===== config.mk =====
export PLATFORM = sky130hd
export DESIGN_NAME = srs_reset_sequencer
export DESIGN_NICKNAME = d
export VERILOG_FILES = /design/src/srs_pkg.sv /design/src/srs_sync2.sv /design/src/srs_reset_sequencer.sv
export SDC_FILE = /design/constraint.sdc
export NUM_CORES = 1
export LEC_CHECK = 0
export ABC_AREA = 1
export CAP_MARGIN = 15
export CELL_PAD_IN_SITES_DETAIL_PLACEMENT = 0
export CELL_PAD_IN_SITES_GLOBAL_PLACEMENT = 1
export CORE_ASPECT_RATIO = 0.8
export CORE_UTILIZATION = 42
export DETAILED_ROUTE_END_ITERATION = 8
export DONT_BUFFER_PORTS = 1
export PLACE_DENSITY = 0.85
export SYNTH_ARGS = -nofsm -noshare
export SYNTH_HDL_FRONTEND = slang
export SYNTH_HIERARCHICAL = 1
export SYNTH_SLANG_ARGS = --single-unit

===== constraint.sdc =====
create_clock -name core_clk -period 1.6 [get_ports core_clk]
set_input_delay 0.32 -clock core_clk [delete_from_list [all_inputs] [get_ports core_clk]]
set_output_delay 0.32 -clock core_clk [all_outputs]
set_load 0.02 [all_outputs]

===== src/srs_pkg.sv =====
`default_nettype none
package srs_pkg;

  // ----------------------------------------------------------------
  // Timing
  // ----------------------------------------------------------------
  localparam int unsigned CLK_PERIOD_NS = 40;
  localparam int unsigned RESET_MIN_NS = 1000000;
  // Least time, so round up to whole clock cycles
  localparam int unsigned RESET_MIN_CYCLES = (RESET_MIN_NS + CLK_PERIOD_NS - 1) / CLK_PERIOD_NS;
  localparam int unsigned INIT_PULSE_CYCLES = 4;

  // ----------------------------------------------------------------
  // Widths and defaults
  // ----------------------------------------------------------------
  localparam int unsigned CNT_W = 16;
  localparam int unsigned INIT_W = 3;
  localparam int unsigned IRQ_W = 4;
  localparam int unsigned SYNC_W = IRQ_W + 2;
  // Shared pins come out of any hard reset as test-select input and host-bus reset output
  localparam logic CS_MODE_DEFAULT = 1'h0;

  // ----------------------------------------------------------------
  // Types
  // ----------------------------------------------------------------
  typedef enum logic [1:0] {SEQ_OFF, SEQ_PWR_HOLD, SEQ_SW_HOLD, SEQ_RUN} srsSeq_t;
  typedef enum logic [1:0] {FL_IDLE, FL_FLUSH, FL_ACK} srsFlush_t;

  // Pin inputs after the synchroniser
  typedef struct packed {
    logic powerGood;
    logic shareN;
    logic [IRQ_W-1:0] irqN;
  } srsPins_t;

  typedef struct packed {
    srsSeq_t seq;
    logic [CNT_W-1:0] msCount;
    logic cpuReset;
    logic hostReset;
    logic busResetDrive;
    logic regDefault;
    logic csMode;
    logic [INIT_W-1:0] initCount;
    srsFlush_t flush;
    logic flushReq;
    logic ackActive;
    logic testActive;
    logic [IRQ_W-1:0] testSel;
  } srsState_t;

  localparam srsState_t STATE_RST = '{
    seq: SEQ_OFF,
    msCount: 16'h0000,
    cpuReset: 1'h1,
    hostReset: 1'h1,
    busResetDrive: 1'h1,
    regDefault: 1'h1,
    csMode: CS_MODE_DEFAULT,
    initCount: 3'h0,
    flush: FL_IDLE,
    flushReq: 1'h0,
    ackActive: 1'h0,
    testActive: 1'h0,
    testSel: 4'h0
  };

endpackage
`default_nettype wire


===== src/srs_sync2.sv =====
`timescale 1ns/10ps
`default_nettype none
// ------------------------------------------------------------------
// Two-stage synchroniser for pin inputs
// ------------------------------------------------------------------
module srs_sync2 #(
  parameter int unsigned WIDTH = 1
) (
  input wire logic core_clk,
  input wire logic rst_n,
  input wire logic [WIDTH-1:0] asyncIn,
  output logic [WIDTH-1:0] syncOut
);

  logic [WIDTH-1:0] meta;

  // First stage feeds only the second stage
  always_ff @(posedge core_clk or negedge rst_n) begin
    if (!rst_n) begin
      meta <= '0;
      syncOut <= '0;
    end else begin
      meta <= asyncIn;
      syncOut <= meta;
    end
  end

endmodule // srs_sync2
`default_nettype wire


===== src/srs_reset_sequencer.sv =====
// Function
// - Power-good low holds CPU, host-bus and expansion-bus resets asserted.
// - Power-good high leads to release of all three reset outputs.
// - Power-good may change at any time relative to the clock.
// - CPU reset asserted at power-up and on software hard reset.
// - CPU reset changes launch from the rising clock edge.
// - Software hard reset returns internal registers to defaults.
// - Host-bus reset asserted at power-up and on software hard reset.
// - Host-bus reset released no earlier than 1 ms after power-good.
// - Software hard reset holds host-bus reset at least 1 ms.
// - Host-bus reset need not be timed to the clock.
// - Chip-select bit picks the function of both shared pins.
// - Shutdown special cycle asserts CPU init.
// - Software soft reset asserts CPU init.
// - Expansion-bus reset drive asserted at power-up and any hard reset.
// - Software hard reset holds expansion-bus reset drive at least 1 ms.
// - After hard reset the shared input pin is test-select.
// - Test-select combines with interrupt requests to choose test mode.
// - Acknowledge driven on rising edge, negated during host-bus reset.
// - Hard reset starts from power-good or software hard reset request.
`timescale 1ns/10ps
`default_nettype none
module srs_reset_sequencer import srs_pkg::*; #(
  parameter int unsigned MinResetCycles = RESET_MIN_CYCLES
) (
  input wire logic core_clk,
  input wire logic rst_n,
  // Asynchronous power-good pin
  input wire logic power_good,
  // One-cycle request from the reset-control register: hard reset
  input wire logic hardResetReq,
  // One-cycle request from the reset-control register: soft reset
  input wire logic softResetReq,
  // One-cycle pulse: shutdown special cycle seen on the host bus
  input wire logic shutdownCycle,
  // Write strobe and value of the interrupt-controller chip-select bit
  input wire logic xbusCsWrite,
  input wire logic xbusCsData,
  // Shared pin: test_select_n or intc_flush_request_n
  input wire logic testSelectReqN,
  // Interrupt request pins, active low, used for test mode choice
  input wire logic [IRQ_W-1:0] irqN,
  // Buffers report that the flush has completed
  input wire logic flushDone,
  // Open-drain CPU reset pin
  output logic cpuResetOut,
  output logic cpuResetOe,
  // Shared pin: host_bus_reset_n or intc_flush_ack_n
  output logic hostBusResetAckN,
  output logic expansionBusResetDrive,
  // Open-drain CPU init pin
  output logic cpuInitOut,
  output logic cpuInitOe,
  // Level to the rest of the chip: hold registers at their defaults
  output logic registersDefault,
  // Flush request towards the DMA buffers
  output logic flushRequest,
  // Current chip-select bit value
  output logic intcChipSelect,
  // Test mode selection
  output logic testModeActive,
  output logic [IRQ_W-1:0] testModeSel
);

  // ----------------------------------------------------------------
  // Input synchronisation
  // ----------------------------------------------------------------
  srsPins_t pins;
  logic [SYNC_W-1:0] pinsRaw;
  logic [SYNC_W-1:0] pinsSync;

  // All pins share one synchroniser; power-good is the one that matters
  assign pinsRaw = {power_good, testSelectReqN, irqN};
  assign pins = srsPins_t'(pinsSync);

  srs_sync2 #(
    .WIDTH(SYNC_W)
  ) uSync (
    .core_clk(core_clk),
    .rst_n(rst_n),
    .asyncIn(pinsRaw),
    .syncOut(pinsSync)
  );

  // ----------------------------------------------------------------
  // State
  // ----------------------------------------------------------------
  srsState_t s;
  srsState_t next_s;
  logic holdDone;
  logic flushReqSeen;
  logic initTrigger;
  logic [CNT_W-1:0] holdLast;

  // Terminal count of the 1 ms windows, cut to the counter width
  assign holdLast = CNT_W'(MinResetCycles - 1);
  assign holdDone = (s.msCount == holdLast);

  // Flush request only counts in acknowledge function
  assign flushReqSeen = s.csMode && !pins.shareN;

  // Init sources are ignored while a hard reset holds the CPU
  assign initTrigger = (shutdownCycle || softResetReq) && (s.seq == SEQ_RUN);

  // ----------------------------------------------------------------
  // Next-state logic
  // ----------------------------------------------------------------
  always_comb begin
    next_s = s;
    next_s.regDefault = 1'h0;

    // Reset sequencing
    unique case (s.seq)
      SEQ_OFF: begin
        next_s.cpuReset = 1'h1;
        next_s.hostReset = 1'h1;
        next_s.busResetDrive = 1'h1;
        next_s.regDefault = 1'h1;
        next_s.msCount = '0;
        if (pins.powerGood) begin
          next_s.seq = SEQ_PWR_HOLD;
        end
      end
      SEQ_PWR_HOLD: begin
        // Window starts at power-good, so release waits at least 1 ms
        next_s.msCount = CNT_W'(s.msCount + 16'h0001);
        if (holdDone) begin
          next_s.seq = SEQ_RUN;
          next_s.cpuReset = 1'h0;
          next_s.hostReset = 1'h0;
          next_s.busResetDrive = 1'h0;
          next_s.msCount = '0;
        end
      end
      SEQ_SW_HOLD: begin
        next_s.msCount = CNT_W'(s.msCount + 16'h0001);
        if (holdDone) begin
          next_s.seq = SEQ_RUN;
          next_s.cpuReset = 1'h0;
          next_s.hostReset = 1'h0;
          next_s.busResetDrive = 1'h0;
          next_s.msCount = '0;
        end
      end
      SEQ_RUN: begin
        if (hardResetReq) begin
          next_s.seq = SEQ_SW_HOLD;
          next_s.cpuReset = 1'h1;
          next_s.hostReset = 1'h1;
          next_s.busResetDrive = 1'h1;
          next_s.regDefault = 1'h1;
          next_s.msCount = '0;
        end
      end
    endcase

    // Chip-select bit: software writes it only outside a hard reset
    if (xbusCsWrite && (s.seq == SEQ_RUN) && !hardResetReq) begin
      next_s.csMode = xbusCsData;
    end

    // CPU init pulse, restarted by each new trigger
    if (initTrigger && !hardResetReq) begin
      next_s.initCount = INIT_W'(INIT_PULSE_CYCLES);
    end else if (s.initCount != 3'h0) begin
      next_s.initCount = INIT_W'(s.initCount - 3'h1);
    end

    // Flush handshake in acknowledge function
    unique case (s.flush)
      FL_IDLE: begin
        if (flushReqSeen) begin
          next_s.flush = FL_FLUSH;
          next_s.flushReq = 1'h1;
        end
      end
      FL_FLUSH: begin
        if (flushDone) begin
          next_s.flush = FL_ACK;
          next_s.flushReq = 1'h0;
          next_s.ackActive = 1'h1;
        end
      end
      FL_ACK: begin
        // Acknowledge stands until the requester lets go
        if (!flushReqSeen) begin
          next_s.flush = FL_IDLE;
          next_s.ackActive = 1'h0;
        end
      end
      default: begin
        next_s.flush = FL_IDLE;
        next_s.flushReq = 1'h0;
        next_s.ackActive = 1'h0;
      end
    endcase

    // Test mode from test-select and the interrupt request pins
    next_s.testActive = !s.csMode && !pins.shareN && (s.seq == SEQ_RUN);
    next_s.testSel = next_s.testActive ? ~pins.irqN : 4'h0;

    // Any hard reset wipes the control state back to defaults
    if (next_s.regDefault || !pins.powerGood || next_s.hostReset) begin
      next_s.csMode = CS_MODE_DEFAULT;
      next_s.flush = FL_IDLE;
      next_s.flushReq = 1'h0;
      next_s.ackActive = 1'h0;
      next_s.testActive = 1'h0;
      next_s.testSel = 4'h0;
    end
    if (next_s.regDefault || !pins.powerGood) begin
      next_s.initCount = 3'h0;
    end

    // Power lost: every reset goes active at once, whatever the state
    if (!pins.powerGood) begin
      next_s.seq = SEQ_OFF;
      next_s.cpuReset = 1'h1;
      next_s.hostReset = 1'h1;
      next_s.busResetDrive = 1'h1;
      next_s.regDefault = 1'h1;
      next_s.msCount = '0;
    end
  end

  // ----------------------------------------------------------------
  // State register
  // ----------------------------------------------------------------
  // Reset comes up with all reset outputs asserted
  always_ff @(posedge core_clk or negedge rst_n) begin
    if (!rst_n) begin
      s <= STATE_RST;
    end else begin
      s <= next_s;
    end
  end

  // ----------------------------------------------------------------
  // Outputs
  // ----------------------------------------------------------------
  // Open drain: pin floats high for asserted reset, pulled low otherwise
  assign cpuResetOut = 1'h0;
  assign cpuResetOe = !s.cpuReset;

  // The host-bus reset is launched from the clock although it may be
  // sampled without relation to it; this keeps the pin glitch free
  assign hostBusResetAckN = s.csMode ? !s.ackActive : !s.hostReset;

  assign expansionBusResetDrive = s.busResetDrive;

  // Init pin floats high while the pulse runs
  assign cpuInitOut = 1'h0;
  assign cpuInitOe = (s.initCount == 3'h0);

  assign registersDefault = s.regDefault;
  assign flushRequest = s.flushReq;
  assign intcChipSelect = s.csMode;
  assign testModeActive = s.testActive;
  assign testModeSel = s.testSel;

endmodule // srs_reset_sequencer
`default_nettype wire


## After elaboration in Yosys (flattened, before gate mapping)

Index checks and enable logic that the tools add are counted.
Widths: inputs -> output; s select.

- Input bits: 14
- Word-level logic and storage cells: 80
- Output and inout bits: 14
- Flip-flop bits (word level): 47

- Add/sub/neg operators: 2
- Muxes and demuxes: 21
- Reduce and logical (&&, ||, !) cells: 28
- Equal/unequal tests: 13
- Bitwise gates (word level): 1

Operators by type and width:

| kind | number |
|---|---|
| $pmux 21 s3 | 1 |
| $mux 22 | 2 |
| $mux 21 | 1 |
| $add 16x1->16 const B | 1 |
| $eq 16x15->1 const B | 1 |
| $ne 3x3->1 const B | 5 |
| $mux 3 | 4 |
| $mux 9 | 1 |
| $reduce_and 3->1 | 3 |
| $mux 4 | 2 |
| $logic_and 1x1->1 | 7 |
| $logic_not 1->1 | 7 |
| $eq 2x2->1 const B | 3 |
| $pmux 1 s3 | 2 |
| $pmux 2 s3 | 1 |
| $reduce_bool 3->1 | 2 |
| $eq 2x1->1 const B | 2 |
| $logic_not 2->1 | 2 |
| $mux 1 | 4 |
| $mux 2 | 2 |
| $ne 2x2->1 const B | 2 |
| $not 4->4 | 1 |
| $logic_not 3->1 | 1 |
| $logic_or 1x1->1 | 3 |
| 5 further kinds | 5 |

## Longest topological paths before layout

- Depth after elaboration: 6
- Mapped depth: 11
- Mapped depth without buffers: 11

## Hierarchy

Netlist, hierarchy kept.

Modules (own cells, without submodules):

| module | seq. area each (um^2) | times used | area each (um^2) | cells an instance |
|---|---|---|---|---|
| srs_reset_sequencer | 854.6 | 1 | 1888.1 | 238 |
| srs_sync2 | 300.3 | 1 | 300.3 | 12 |

## Worst setup path after synthesis

OpenSTA, ideal clock, no wires.

- Path type: reg2reg
- From: register s[17] (netlist name)
- To: register s[31] (netlist name)
- Setup time: 0.072 ns
- Buffers on the path: 0
- Stages on the path, launching flop included: 12
- Data required time: 1.528 ns
- Period minus slack after synthesis: 1.498 ns
- Setup slack: 0.102 ns
- Arrival time: 1.426 ns
- Cell sequence: dfrtp_1 > ha_1 > nand2_1 > inv_1 > nand2_1 > nor2_4 > nand2_1 > nand3_1 > nor2_2 > o21ai_0 > and2_1 > nor2_1

- Cells in the longest elaborated chain, start to end: 4
- Elaborated cells between the ends (all ways): 5
- Classes of those cells: add/sub (1); eq/ne (1); mux (3)

Ends and longest elaborated chain:

| element | RTL line | text |
|---|---|---|
| start, declared | srs_reset_sequencer.sv:88 | `srsState_t s;` |
| start signal, assigned | srs_reset_sequencer.sv:234 | `s <= next_s;` |
| $add 16x1->16 or $eq 16x15->1 (tied branches) | srs_reset_sequencer.sv:126, srs_reset_sequencer.sv:136, srs_reset_sequencer.sv:97 |  |
| $mux 21 (*) | srs_reset_sequencer.sv:127, srs_reset_sequencer.sv:137 |  |
| $pmux 21 s3 (*) | srs_reset_sequencer.sv:113 | `unique case (s.seq)` |
| $mux 22 (*) | srs_reset_sequencer.sv:216 | `if (!pins.powerGood) begin` |

Mark *: on every way between the ends. The rest lies on a longest branch, timed or not. The select of a mux whose other input is x is not followed.
A chain may end at the register's enable or synchronous reset.

## Final worst setup path

- From: register s[18] (netlist name)
- To: register s[27] (netlist name)

Same word-level chain as after synthesis.

==> flow_summary.yaml <==
critical_path:
  max_stage_delay_ps: 360
  start_kind: "flop"
  path_cells: "ha_2, nand2_4, nor2_4, nand3_4, nor2_1, nand4_1, buf_4, a21oi_2, nor2_1"
  rr_worst_depth: 9
  crit_fanout: 3
  crit_top_cell: "nor2_1"
  critical_path_class: "reg -> reg"
  r2r-start: "s[18]"
  cpMaxStageDelayCell: "dfrtp_1"
  end_kind: "flop"
  r2r_end: "s[27]"
  required_ps: 1780
  startpoint: "s[18]"
  rrSetupSlack_ps: -10
  critPathArrivalTime_ps: 1800
sta:
  period_share_pct: 101
  setup_viol: 1
  layout_setup_ws_ps: -12.3
  clock.fmax_mhz: 620
  clock_skew_ps: 2.56
  fin_crit_ps: 1610
  tns_ps: -12.3
  rsz0062_at_grt: "true"
  drv_slew: 0
  hold_viol: 0
yosys:
  ys.flop_type: "dfrtp_1"
  synth_top_area_share_pct: 49.2
  synth_area_leaders: "dfrtp_1 (49%), inv_1 (6.3%), nand2_1 (6.2%)"
  synth-xor-area-share_pct: 3.20
  yosysWarnings: 6
  synth_top_area_cell: "dfrtp_1"
  synth_compound_area_share_pct: 7.09
  yosys.area_share.adder_pct: 2.86
  syn_area_per_cell_sq_um: 8.75
  synth_top_family_by_area: "simple AND/OR/NAND/NOR gates"
  synth_area_sq_um: 2190
  synth_edf_count: 0
  ys_ff_latch: 46
  synth.distinct_cells: 28
  ys_seq_area_share_pct: 52.8
  synth_mux_area_share_pct: 0.457
  synth-simple-area-share_pct: 23.5
  netlist_top_cells_count: "dfrtp_1 (43), inv_1 (37), nand2_1 (36)"
  yosysMostFrequentCell: "dfrtp_1"
  synth_cells: 250
  async_flop_share_pct: 100
min_path:
  hold_path.class: "in -> reg"
  hold_path_depth: 0
  hold_end: "uSync/meta[5]"
  holdCritStartpoint: "power_good"
clock_tree:
  cts.sinks: 46
  htreeDepth: 2
  numCtsBuffers: 5
  cts_tree: "built"
  cts.clk_slew.worst_paths_ps: 80
  cts_buffer_depth: 2
  clkLatencyLatePin_ps: 290
  cts-root-buf: "clkbuf_8"
drt:
  antenna_left: 0
  dr.pass1.iters: 4
  wire_per_inst_um: 12.4
  viasPerCell: 4.83
  drcViolationCount: 0
  routed_wl_um: 4260
  drt_iter0_drc: 126
  route.vias.total: 1656
placement:
  place_inst: 321
  port_buffers: 0
  post-dp-hpwl_um: 2910
  place.gp.congestion: 0.847
outcome:
  violations: "setup timing"
  outcome: "finished with violations"
pwr:
  power.density_nw_per_um2: 1340
  power_uw: 3690
  ir_drop_uv: 1160
  leakage_uw: 0.00127
finish:
  fin_cells: 343
  area_delta_synth_final_pct: 26.2
  fin_util_pct: 55.1
  diodes: 0
  multiInputGateArea_sq_um: 988
  nets: 299
  drive_gt1_share_pct: 32.7
  fillers: 443
  regArea_sq_um: 1160
floorplanning:
  core-area_sq_um: 5010
  die_h_um: 66.6
  start_util_pct: 43.7
  die_w_um: 82.7
  dieArea_sq_um: 5500
  rows: 23
  num_io_pins: 28
global_route:
  grt_pass1_wl_um: 6490
  track_usage_pct: 16.0
  overflow: 0
  grt_max_degree: 47
  grt_pass1_vias: 1386
  antenna_found_initial: 0
run:
  drv_cap: 0
==> logic make-up after synthesis <==
logic type	count (synthesis)
compound gates	29
xor+xnor	8
fa+ha+maj	5
buf+inv	49
flops	46
mux	1
other cells	1
simple gates	111
==> metal layers <==
metal,wire (um),share of wire [%],vias up,GRT usage [%]
met3,198,4.6,2,4.25
li1,-,-,842,-
met4,19,0.45,0,3.88
met2,1920,45,36,21.0
met5,0,0,-,0
met1,2130,50,776,25.2
==> what timing repair did <==
action	CTS	global route
hold buffers	2	0
buffers inserted	0	12
endpoints found under the setup margin	10	34
resized for setup	8	47
endpoints found under the hold margin	46	0
pin swaps	1	22
gates cloned	0	0
==> layout make-up <==
cell class	count	share of cell area (%)
sequential	46	41.9
multi-input combinational	156	35.8
timing repair buffer	30	9.70
inverter	41	5.66
tap	62	2.81
clock buffer	5	2.49
clock inverter	3	1.63
==> how the worst max path moves through the flow <==
stage | endpoint | slack (ps) | depth (start not counted)
2_1_floorplan | s[31] | 100 | 11
4_1_cts | s[25] | -10 | 11
6_report | s[27] | -10 | 9
5_1_grt | flushRequest | -140 | 8
3_5_place_dp | s[31] | -50 | 9
3_3_place_gp | s[31] | -50 | 9
==> power breakdown <==
part	switching (uW)	internal [uW]	total (uW)	leakage, uW
Sequential	97.4	1300	1400	0.000599
Clock	387	464	851	0.0000504
Combinational	809	631	1440	0.000622
==> critical path: cells and delay by family (launching register included) <==
family,cells,cell delay (ps)
AOI/OAI and AO/OA,1,130
adders and majority gates,1,210
buffers and inverters,1,180
DFF,1,360
and+or+nand+nor,6,620
==> state kept, by name, summed over array words and instances, names as in the netlist <==
name / cells
s: 26
uSync/meta: 6
uSync/syncOut: 6
testModeSel: 4
flushRequest: 1
intcChipSelect: 1
registersDefault: 1
testModeActive: 1
==> stage by stage <==
stage	setup WS (ps)	hold slack (ps)	instance area, sq um
after global routing	-142	25.9	2760
after global placement	-48.1	25.1	2340
final	-12.3	49.1	2760
after detailed placement	-45.4	25.0	2340
after CTS	-12.3	38.5	2520
after floorplan	102	24.4	2190
==> layout by cell type, fill, tap and decap left out, drive strengths merged <==
| cell | n |
|---|---|
| xor2 | 6 |
| clkbuf | 5 |
| ha | 5 |
| nand2 | 41 |
| dfrtp | 43 |
| conb | 2 |
| inv | 41 |
| o211ai | 1 |
| dfstp | 3 |
| nand4 | 6 |
| a21oi | 9 |
| and2 | 1 |
| buf | 29 |
| dlygate4sd3 | 1 |
| nor4 | 1 |
| nand3 | 17 |
| o31ai | 1 |
| nor3 | 5 |
| bufinv | 1 |
| mux2i | 1 |
| or2 | 1 |
| a31oi | 2 |
| xnor2 | 2 |
| nor2 | 39 |
| o21ai | 14 |
| o22ai | 2 |
| clkinvlp | 2 |
Power figures use the tool's default switching activity.
